===== config.mk =====
export PLATFORM = sky130hd
export DESIGN_NAME = flt_lut_entry
export DESIGN_NICKNAME = d
export VERILOG_FILES = /design/src/flt_pkg.sv /design/src/flt_entry_cmp.sv /design/src/flt_lut_entry.sv
export VERILOG_INCLUDE_DIRS = /design/src
export SDC_FILE = /design/constraint.sdc
export NUM_CORES = 1
export LEC_CHECK = 0
export BUFFER_PORTS_ARGS = -buffer_cell sky130_fd_sc_hd__buf_2
export CORE_MARGIN = 1.5
export CORE_UTILIZATION = 40
export CTS_CLUSTER_SIZE = 30
export DETAILED_ROUTE_END_ITERATION = 8
export PLACE_DENSITY = 0.73
export RECOVER_POWER = 50
export SKIP_LAST_GASP = 1
export SYNTH_ARGS = -nofsm -noshare
export SYNTH_HDL_FRONTEND = slang
export SYNTH_SLANG_ARGS = --single-unit

===== constraint.sdc =====
create_clock -name clk -period 5.5 [get_ports clk]
set_input_delay 0.825 -clock clk [delete_from_list [all_inputs] [get_ports clk]]
set_output_delay 0.825 -clock clk [all_outputs]
set_load 0.01 [all_outputs]

===== src/flt_consts.svh =====
// Function
// Hysteresis is a five-bit unsigned field, one degree per step, up to 31.
// Table pairs hold temperature at the lower address, duty at the next.
// Low-resolution temperature: top bit unused, reads zero, whole degrees 0-127.
// High-resolution temperature: top bit is a half degree, range 0-127.5.
// Compare uses nine temperature bits in high, eight in low resolution.
// Temperature above the entry limit drives the entry duty to the fan.
// Limits are positive only; the sign is always taken as zero.
// Limits above the native maximum come only from adding the table offset.
// Low-resolution duty: two upper bits unused, read zero, six bits used.
// High-resolution duty: upper two bits join lower six into eight bits.
// Extended duty bits act only while the 22.5 kHz frequency is chosen.
// Six-bit duty field gives the fan value in low-resolution duty mode.
// Table offset is six-bit unsigned whole degrees, up to 63, added to limits.
// Table entry writes need the write-enable bit; reads always allowed.
// Entry duty holds until temperature drops below limit by the hysteresis.
// Highest exceeded limit wins; with none exceeded the minimum duty is used.
`ifndef FLT_CONSTS_SVH
`define FLT_CONSTS_SVH

`define FLT_ADDR_W        8
`define FLT_DATA_W        8
`define FLT_TEMP_W        11
`define FLT_CMP_W         10
`define FLT_HYST_W        5
`define FLT_OFFS_W        6

`define FLT_ADDR_OFFSET   8'h4e
`define FLT_ADDR_HYST     8'h4f
`define FLT_ADDR_E1_TEMP  8'h50
`define FLT_ADDR_E1_DUTY  8'h51

`define FLT_RST_OFFSET    6'h00
`define FLT_RST_HYST      5'h04
`define FLT_RST_E1_TEMP   8'h7f
`define FLT_RST_E1_DUTY   8'h3f
`define FLT_RST_DUTY_OUT  8'h00
`define FLT_RDATA_NONE    8'h00

`define FLT_TEMP_HALF_BIT 7
`define FLT_TEMP_INT_HI   6
`define FLT_DUTY_EXT_HI   7
`define FLT_DUTY_EXT_LO   6
`define FLT_DUTY_BASE_HI  5

`endif


===== src/flt_pkg.sv =====
package flt_pkg;

    typedef enum logic {
        FLT_RES_LOW,
        FLT_RES_HIGH
    } flt_res_t;

endpackage


===== src/flt_entry_cmp.sv =====
`timescale 1ns/1ps
`include "flt_consts.svh"

module flt_entry_cmp (
    input  wire logic                  clk,
    input  wire logic                  rst_b,
    input  wire logic [`FLT_CMP_W-1:0] temp_half,
    input  wire logic [`FLT_CMP_W-1:0] limit_half,
    input  wire logic [`FLT_HYST_W:0]  hyst_half,
    output logic                       active
);

    logic                active_r;
    logic                active_nxt;
    logic [`FLT_CMP_W:0] temp_plus_hyst;

    always_comb begin
        temp_plus_hyst = {1'b0, temp_half} +
                         {{(`FLT_CMP_W - `FLT_HYST_W){1'b0}}, hyst_half};
        active_nxt = active_r;
        if (!active_r) begin
            if (temp_half > limit_half) begin
                active_nxt = 1'b1;
            end
        end else begin
            // Release once temperature sits the full hysteresis below limit.
            if (temp_plus_hyst <= {1'b0, limit_half}) begin
                active_nxt = 1'b0;
            end
        end
    end

    always_ff @(posedge clk) begin
        if (!rst_b) begin
            active_r <= 1'b0;
        end else begin
            active_r <= active_nxt;
        end
    end

    assign active = active_r;

endmodule


===== src/flt_lut_entry.sv =====
`timescale 1ns/1ps
`include "flt_consts.svh"

module flt_lut_entry (
    input  wire logic                   clk,
    input  wire logic                   rst_b,
    input  wire logic [`FLT_ADDR_W-1:0] reg_addr,
    input  wire logic                   reg_wr,
    input  wire logic [`FLT_DATA_W-1:0] reg_wdata,
    input  wire logic                   reg_rd,
    output logic      [`FLT_DATA_W-1:0] reg_rdata,
    input  wire logic                   tbl_write_en,
    input  wire logic                   temp_hires,
    input  wire logic                   duty_hires,
    input  wire logic                   pwm_22k5_sel,
    input  wire logic [`FLT_DATA_W-1:0] min_duty,
    input  wire logic [`FLT_TEMP_W-1:0] remote_temp,
    output logic      [`FLT_DATA_W-1:0] fan_duty,
    output logic                        entry_active
);

    flt_pkg::flt_res_t temp_mode;
    flt_pkg::flt_res_t duty_mode;

    logic [`FLT_OFFS_W-1:0] offset_r;
    logic [`FLT_OFFS_W-1:0] offset_nxt;
    logic [`FLT_HYST_W-1:0] hyst_r;
    logic [`FLT_HYST_W-1:0] hyst_nxt;
    logic [`FLT_DATA_W-1:0] e1_temp_r;
    logic [`FLT_DATA_W-1:0] e1_temp_nxt;
    logic [`FLT_DATA_W-1:0] e1_duty_r;
    logic [`FLT_DATA_W-1:0] e1_duty_nxt;
    logic [`FLT_DATA_W-1:0] rdata_r;
    logic [`FLT_DATA_W-1:0] rdata_nxt;
    logic [`FLT_DATA_W-1:0] duty_out_r;
    logic [`FLT_DATA_W-1:0] duty_out_nxt;
    logic [`FLT_CMP_W-1:0]  temp_half;
    logic [`FLT_CMP_W-1:0]  limit_half;
    logic [`FLT_HYST_W:0]   hyst_half;
    logic                   e1_active;

    // Temperature entry as software sees it in the current mode.
    function automatic logic [`FLT_DATA_W-1:0] temp_view(
        input logic [`FLT_DATA_W-1:0] raw,
        input flt_pkg::flt_res_t      mode
    );
        logic [`FLT_DATA_W-1:0] v;
        v = raw;
        if (mode == flt_pkg::FLT_RES_LOW) begin
            v[`FLT_TEMP_HALF_BIT] = 1'b0;
        end
        return v;
    endfunction

    // Duty entry as software sees it in the current mode.
    function automatic logic [`FLT_DATA_W-1:0] duty_view(
        input logic [`FLT_DATA_W-1:0] raw,
        input flt_pkg::flt_res_t      mode
    );
        logic [`FLT_DATA_W-1:0] v;
        v = raw;
        if (mode == flt_pkg::FLT_RES_LOW) begin
            v[`FLT_DUTY_EXT_HI:`FLT_DUTY_EXT_LO] = 2'h0;
        end
        return v;
    endfunction

    always_comb begin
        temp_mode = temp_hires ? flt_pkg::FLT_RES_HIGH : flt_pkg::FLT_RES_LOW;
        duty_mode = duty_hires ? flt_pkg::FLT_RES_HIGH : flt_pkg::FLT_RES_LOW;
    end

    // Register writes.
    always_comb begin
        offset_nxt  = offset_r;
        hyst_nxt    = hyst_r;
        e1_temp_nxt = e1_temp_r;
        e1_duty_nxt = e1_duty_r;
        if (reg_wr) begin
            unique case (reg_addr)
                `FLT_ADDR_OFFSET: begin
                    offset_nxt = reg_wdata[`FLT_OFFS_W-1:0];
                end
                `FLT_ADDR_HYST: begin
                    hyst_nxt = reg_wdata[`FLT_HYST_W-1:0];
                end
                `FLT_ADDR_E1_TEMP: begin
                    if (tbl_write_en) begin
                        e1_temp_nxt = reg_wdata;
                    end
                end
                `FLT_ADDR_E1_DUTY: begin
                    if (tbl_write_en) begin
                        e1_duty_nxt = reg_wdata;
                    end
                end
                default: begin
                end
            endcase
        end
    end

    always_ff @(posedge clk) begin
        if (!rst_b) begin
            offset_r  <= `FLT_RST_OFFSET;
            hyst_r    <= `FLT_RST_HYST;
            e1_temp_r <= `FLT_RST_E1_TEMP;
            e1_duty_r <= `FLT_RST_E1_DUTY;
        end else begin
            offset_r  <= offset_nxt;
            hyst_r    <= hyst_nxt;
            e1_temp_r <= e1_temp_nxt;
            e1_duty_r <= e1_duty_nxt;
        end
    end

    // Register reads; unused upper bits read as zero.
    always_comb begin
        rdata_nxt = rdata_r;
        if (reg_rd) begin
            unique case (reg_addr)
                `FLT_ADDR_OFFSET: begin
                    rdata_nxt = {2'h0, offset_r};
                end
                `FLT_ADDR_HYST: begin
                    rdata_nxt = {3'h0, hyst_r};
                end
                `FLT_ADDR_E1_TEMP: begin
                    rdata_nxt = temp_view(e1_temp_r, temp_mode);
                end
                `FLT_ADDR_E1_DUTY: begin
                    rdata_nxt = duty_view(e1_duty_r, duty_mode);
                end
                default: begin
                    rdata_nxt = `FLT_RDATA_NONE;
                end
            endcase
        end
    end

    always_ff @(posedge clk) begin
        if (!rst_b) begin
            rdata_r <= `FLT_RDATA_NONE;
        end else begin
            rdata_r <= rdata_nxt;
        end
    end

    // Both sides of the comparison are in half-degree units.
    always_comb begin
        if (temp_mode == flt_pkg::FLT_RES_HIGH) begin
            temp_half  = {1'b0, remote_temp[`FLT_TEMP_W-1:2]};
            limit_half = {2'h0, e1_temp_r[`FLT_TEMP_INT_HI:0],
                          e1_temp_r[`FLT_TEMP_HALF_BIT]};
        end else begin
            temp_half  = {1'b0, remote_temp[`FLT_TEMP_W-1:3], 1'b0};
            limit_half = {2'h0, e1_temp_r[`FLT_TEMP_INT_HI:0], 1'b0};
        end
        // Limit is unsigned; the offset is the only way above 127.5.
        limit_half = limit_half + {3'h0, offset_r, 1'b0};
        hyst_half  = {hyst_r, 1'b0};
    end

    flt_entry_cmp u_cmp (
        .clk        (clk),
        .rst_b      (rst_b),
        .temp_half  (temp_half),
        .limit_half (limit_half),
        .hyst_half  (hyst_half),
        .active     (e1_active)
    );

    // Fan duty selection.
    always_comb begin
        duty_out_nxt = min_duty;
        if (e1_active) begin
            if (duty_mode == flt_pkg::FLT_RES_HIGH && pwm_22k5_sel) begin
                duty_out_nxt = e1_duty_r;
            end else begin
                duty_out_nxt = {2'h0,
                                e1_duty_r[`FLT_DUTY_BASE_HI:0]};
            end
        end
    end

    always_ff @(posedge clk) begin
        if (!rst_b) begin
            duty_out_r <= `FLT_RST_DUTY_OUT;
        end else begin
            duty_out_r <= duty_out_nxt;
        end
    end

    // Entry pair sits at consecutive addresses, temperature first.
    assign reg_rdata    = rdata_r;
    assign fan_duty     = duty_out_r;
    assign entry_active = e1_active;

endmodule


-- Word level (Yosys, flattened, before mapping)
Index checks and enable logic that the tools add are counted.
Widths: inputs -> output; s select.
- register bits: 44
- bits of input ports: 43
- output and inout port bits: 17
- add/subtract/negate cells: 2
- magnitude comparators: 2
- equal/unequal tests: 4
- multiplexer cells: 12
- reductions and logical operators: 5
- operator list (kind ; count):
    $eq 8x7->1 const B ; 4
    $pmux 8 s4 ; 1
    $mux 8 ; 2
    $le 11x10->1 ; 1
    $add 9x6->10 ; 1
    $add 8x7->9 ; 1
    $gt 9x9->1 ; 1
    $mux 1 ; 8
    $reduce_and 3->1 ; 2
    $reduce_and 2->1 ; 2
    $mux 2 ; 1
    $logic_and 1x1->1 ; 1

-- Logic depth before layout (Yosys ltp)
- word-level depth: 6
- gate-level depth with buffers: 14

-- Hierarchy
From an unflattened synthesis, not the netlist that was laid out.
- cells, all modules: 342
- area, all modules: 2959.1 um2
- modules (own cells, without submodules) (module ; instances ; cells each ; area an instance (um2) ; sequential area each (um2)):
    flt_lut_entry ; 1 ; 237 ; 2162.1 ; 860.8
    flt_entry_cmp ; 1 ; 105 ; 797.0 ; 20.0

-- Worst setup path before layout
No wires, ideal clock.
- path type: input port to flip-flop
- from: input remote_temp[3]
- to: register u_cmp.active_r, in the netlist u_cmp.active
- library setup time: 0.130 ns
- data arrival time: 3.003 ns
- slack: 2.367 ns
- stages on the path: 14
- path buffers: 0
- cell sequence: ha_1 -> inv_1 -> fa_1 -> nor2b_1 -> o21a_1 -> o21a_1 -> nor2_1 -> ha_1 -> a2111oi_0 -> o21ai_0 -> o21ai_0 -> maj3_2 -> o2111a_1 -> o22ai_2
- word-level cells in the longest chain between the ends: 4
- elaborated cells between the ends (all ways): 6
- ends and longest elaborated chain (item ; RTL line ; text):
    start: declaration ; flt_lut_entry.sv:17 ; input wire logic [`FLT_TEMP_W-1:0] remote_temp,
    $add 9x6->10 ; flt_entry_cmp.sv:18 ; temp_plus_hyst = {1'b0, temp_half} +
    $le 11x10->1 ; flt_entry_cmp.sv:27 ; if (temp_plus_hyst <= {1'b0, limit_half}) begin
    $mux 1 ; flt_entry_cmp.sv:27 ;
    $mux 1 * ; flt_entry_cmp.sv:21 ; if (!active_r) begin
    end signal: assignment ; flt_entry_cmp.sv:37 ; active_r <= active_nxt;
    end: declaration ; flt_entry_cmp.sv:13 ; logic active_r;
Every way passes the cells marked *; elsewhere a longest branch is shown, timed or not.
A chain may end at the register's enable or synchronous reset.

-- Worst setup path after layout
Ends and elaborated chain as after synthesis.

==> metrics <==
status=finished clean; CTS clk-pin slew, worst paths=80 ps; Worst Tran Pin Value=1200 ps; Post-DRT Antenna Nets=0; # rows=29; Worst Reg-to-Reg Cells=12; share of cells above drive strength 1=approximately 16%; Hold Path Depth=2; number of global-route vias before repair=roughly 2400; Sink Count=44; fmax=around 310 MHz; DR DRC count=0; Hold WS=466 ps; CP Data Required Time=around 5700 ps; Final Cycle Share=a little under 60%; top_reg_cell synth=dfxtp_1; fraction of registers with async set/reset=0%; Synth cell types=56; number of synthesized flops with an enable pin=0; first-pass GRT wire length=~11 mm; Post-CTS Hold Buffers=0; post-CTS setup repair buffer count=0; RSZ-0062 raised after global routing=false; gate count after technology mapping=about 320; crit path kind=in2reg; Num CTS Buffers=5; Worst setup SP type=primary input; post-place setup slack=between 1500 and 2000 ps; total grt overflow=0; Max IR drop VDD=between 0.00008 and 0.00009 V; worst skew pair latency=~290 ps; Max-cap violations=0; GRT Total Usage=19.1%; Max clock buf depth=2; Seq/Total Area, Yosys=about 32%; PwrDens=slightly below 200 nW/µm²; Tmin final=between 3000 and 4000 ps; max-slew violations=0; Setup-failing EPs final=0; CTS resizes=0; Routed wire per std cell=around 15 µm; Mapped Nets=390; Final Hold Vio Count=0; Starting Density=a little over two fifths; Port Buf Inserts=57; Post-Synthesis Cell Area=approximately 2700 µm²; Die Y=between 80 and 90 µm; Slew Limit Headroom=about a fifth; crit path capture type=flop; total wire length=between 6 and 7 mm; largest net degree at the start of global routing=29; routed vias=between 2000 and 3000; DP Wirelength=around 5.3 mm; final core utilization=just under 50%; Die Wd=~86 µm; TritonCTS clock tree=done; drt first pass iters=4; Max Clock Skew=about 4.5 ps; die area=roughly 7400 µm²; P&R area growth vs syn=14.1%; placeable core area=6490 µm²; H-tree depth=2; # IOs=60; antenna cells=0; Ys Warns=0; Leakage=~1.3 nW; critical path arrival=approximately 3400 ps; # nets final=about 440; vias per cell=around 5.6; final worst setup slack=2230 ps; Yosys reg bits=44; setup tns final=0 ps; crit path max fanout=3; Hold WC Path Type=reg2reg; syn_area_per_cell=around 8.5 µm²; initial drt markers=120; initial antenna violation count=0; CTS root buf=clkbuf_8; routability cong.=~0.9
==> placed cells by master, fill, tap and decap left out, types with 2 or more instances in the layout <==
master / synthesis / final
a21oi_1: 20 / 20
buf_2: 5 / 39
o21bai_1: 2 / 2
a21oi_2: 3 / 3
nand4_1: 3 / 3
and3_1: 5 / 5
nand3_1: 23 / 23
mux2i_1: 12 / 12
a211oi_2: 2 / 2
nand2b_1: 2 / 2
clkbuf_1: 6 / 20
fa_1: 2 / 2
xor2_1: 6 / 6
dfxtp_1: 44 / 44
inv_1: 12 / 12
a22oi_1: 11 / 11
ha_1: 24 / 24
nand2_1: 46 / 46
a32oi_1: 2 / 2
xnor2_1: 5 / 5
a21o_1: 3 / 3
o21ai_0: 6 / 6
and2_1: 4 / 2
nor2_1: 15 / 16
maj3_2: 3 / 3
clkbuf_8: 1 / 6
o21a_1: 9 / 9
and2_0: 1 / 3
o21ai_1: 3 / 3
nor2b_1: 9 / 9
nor3_1: 4 / 4
o2111ai_1: 2 / 2
o22ai_1: 2 / 2
==> final cells by class <==
type / count / area [µm²]
Tap cell: 77 / 96.3
Inverter: 13 / 48.8
Multi-Input combinational cell: 252 / 1750
Clock buffer: 8 / 90.1
Fill cell: 639 / 3370
Timing Repair Buffer: 57 / 263
Sequential cell: 44 / 881
==> cells by family (layout without fill, tap and decap cells) <==
family / after synthesis / after routing / share of synthesized area [%]
simple gates: 119 / 119 / 20.9
compound gates: 80 / 80 / 20.7
flops: 44 / 44 / 32.2
fa+ha+maj: 29 / 29 / 13.7
buf+inv: 25 / 78 / 4.02
xor+xnor: 12 / 12 / 4.11
mux: 12 / 12 / 4.39
==> worst max-delay path, cell delays in order <==
cell	delay [ps]
buf_2	100
ha_1	210
inv_1	70
fa_1	400
nor2b_1	180
o21a_1	150
o21a_1	140
nor2_1	60
ha_1	190
a2111oi_0	300
o21ai_0	140
o21ai_0	120
maj3_2	230
o2111a_1	240
o22ai_2	90
==> flip-flops by register name, indices dropped and copies added (netlist names) <==
signal / count
e1_temp_r: 8
fan_duty: 8
e1_duty_r: 8
offset_r: 6
hyst_r: 5
reg_rdata: 8
u_cmp.active: 1
==> power breakdown <==
part           internal, mW  switching, mW
Clock                 0.103          0.106
Sequential            0.324        0.00555
Combinational        0.0328         0.0408
Total                 0.459          0.152
==> synth_stat cells (2+ instances only) <==
library cell | count | share of area, %
nand2_1 | 46 | 6.3
dfxtp_1 | 44 | 32
ha_1 | 24 | 11
nand3_1 | 23 | 4.2
a21oi_1 | 20 | 3.7
nor2_1 | 15 | 2.1
inv_1 | 12 | 1.6
mux2i_1 | 12 | 4.4
a22oi_1 | 11 | 3.0
nor2b_1 | 9 | 2.1
o21a_1 | 9 | 2.5
clkbuf_1 | 6 | 0.82
o21ai_0 | 6 | 1.1
xor2_1 | 6 | 1.9
and3_1 | 5 | 1.1
buf_2 | 5 | 0.91
xnor2_1 | 5 | 1.6
and2_1 | 4 | 0.91
nor3_1 | 4 | 0.73
a21o_1 | 3 | 0.82
a21oi_2 | 3 | 0.96
maj3_2 | 3 | 1.2
nand4_1 | 3 | 0.69
o21ai_1 | 3 | 0.55
a211oi_2 | 2 | 0.91
a32oi_1 | 2 | 0.64
fa_1 | 2 | 1.5
nand2b_1 | 2 | 0.46
nor2_2 | 2 | 0.46
o2111ai_1 | 2 | 0.64
o21bai_1 | 2 | 0.55
o22ai_1 | 2 | 0.46
==> metrics by stage <==
step	total power [mW]	cell area [µm²]	instances
after floorplan	0.377	2740	321
after global placement	0.409	3060	443
after detailed placement	0.411	3060	443
after CTS	0.613	3150	451
after global routing	0.632	3120	451
final	0.611	3120	451
==> final timing paths <==
check                  from  slack [ps]           end
min            e1_temp_r[7]         470  e1_temp_r[7]
min reg2reg    e1_temp_r[7]         470  e1_temp_r[7]
max reg2reg     offset_r[0]        2290  u_cmp.active
max          remote_temp[3]        2230  u_cmp.active
==> metal layers <==
layer  vias up  global-route usage [%]  wire length (µm)
met5         -                       0                 0
met3         9                    2.89               316
met4         0                    6.16                99
met2        64                    33.1              3350
met1      1187                    24.2              3010
li1       1253                       -                 -
Note: power is estimated with default switching activity, not from simulation.
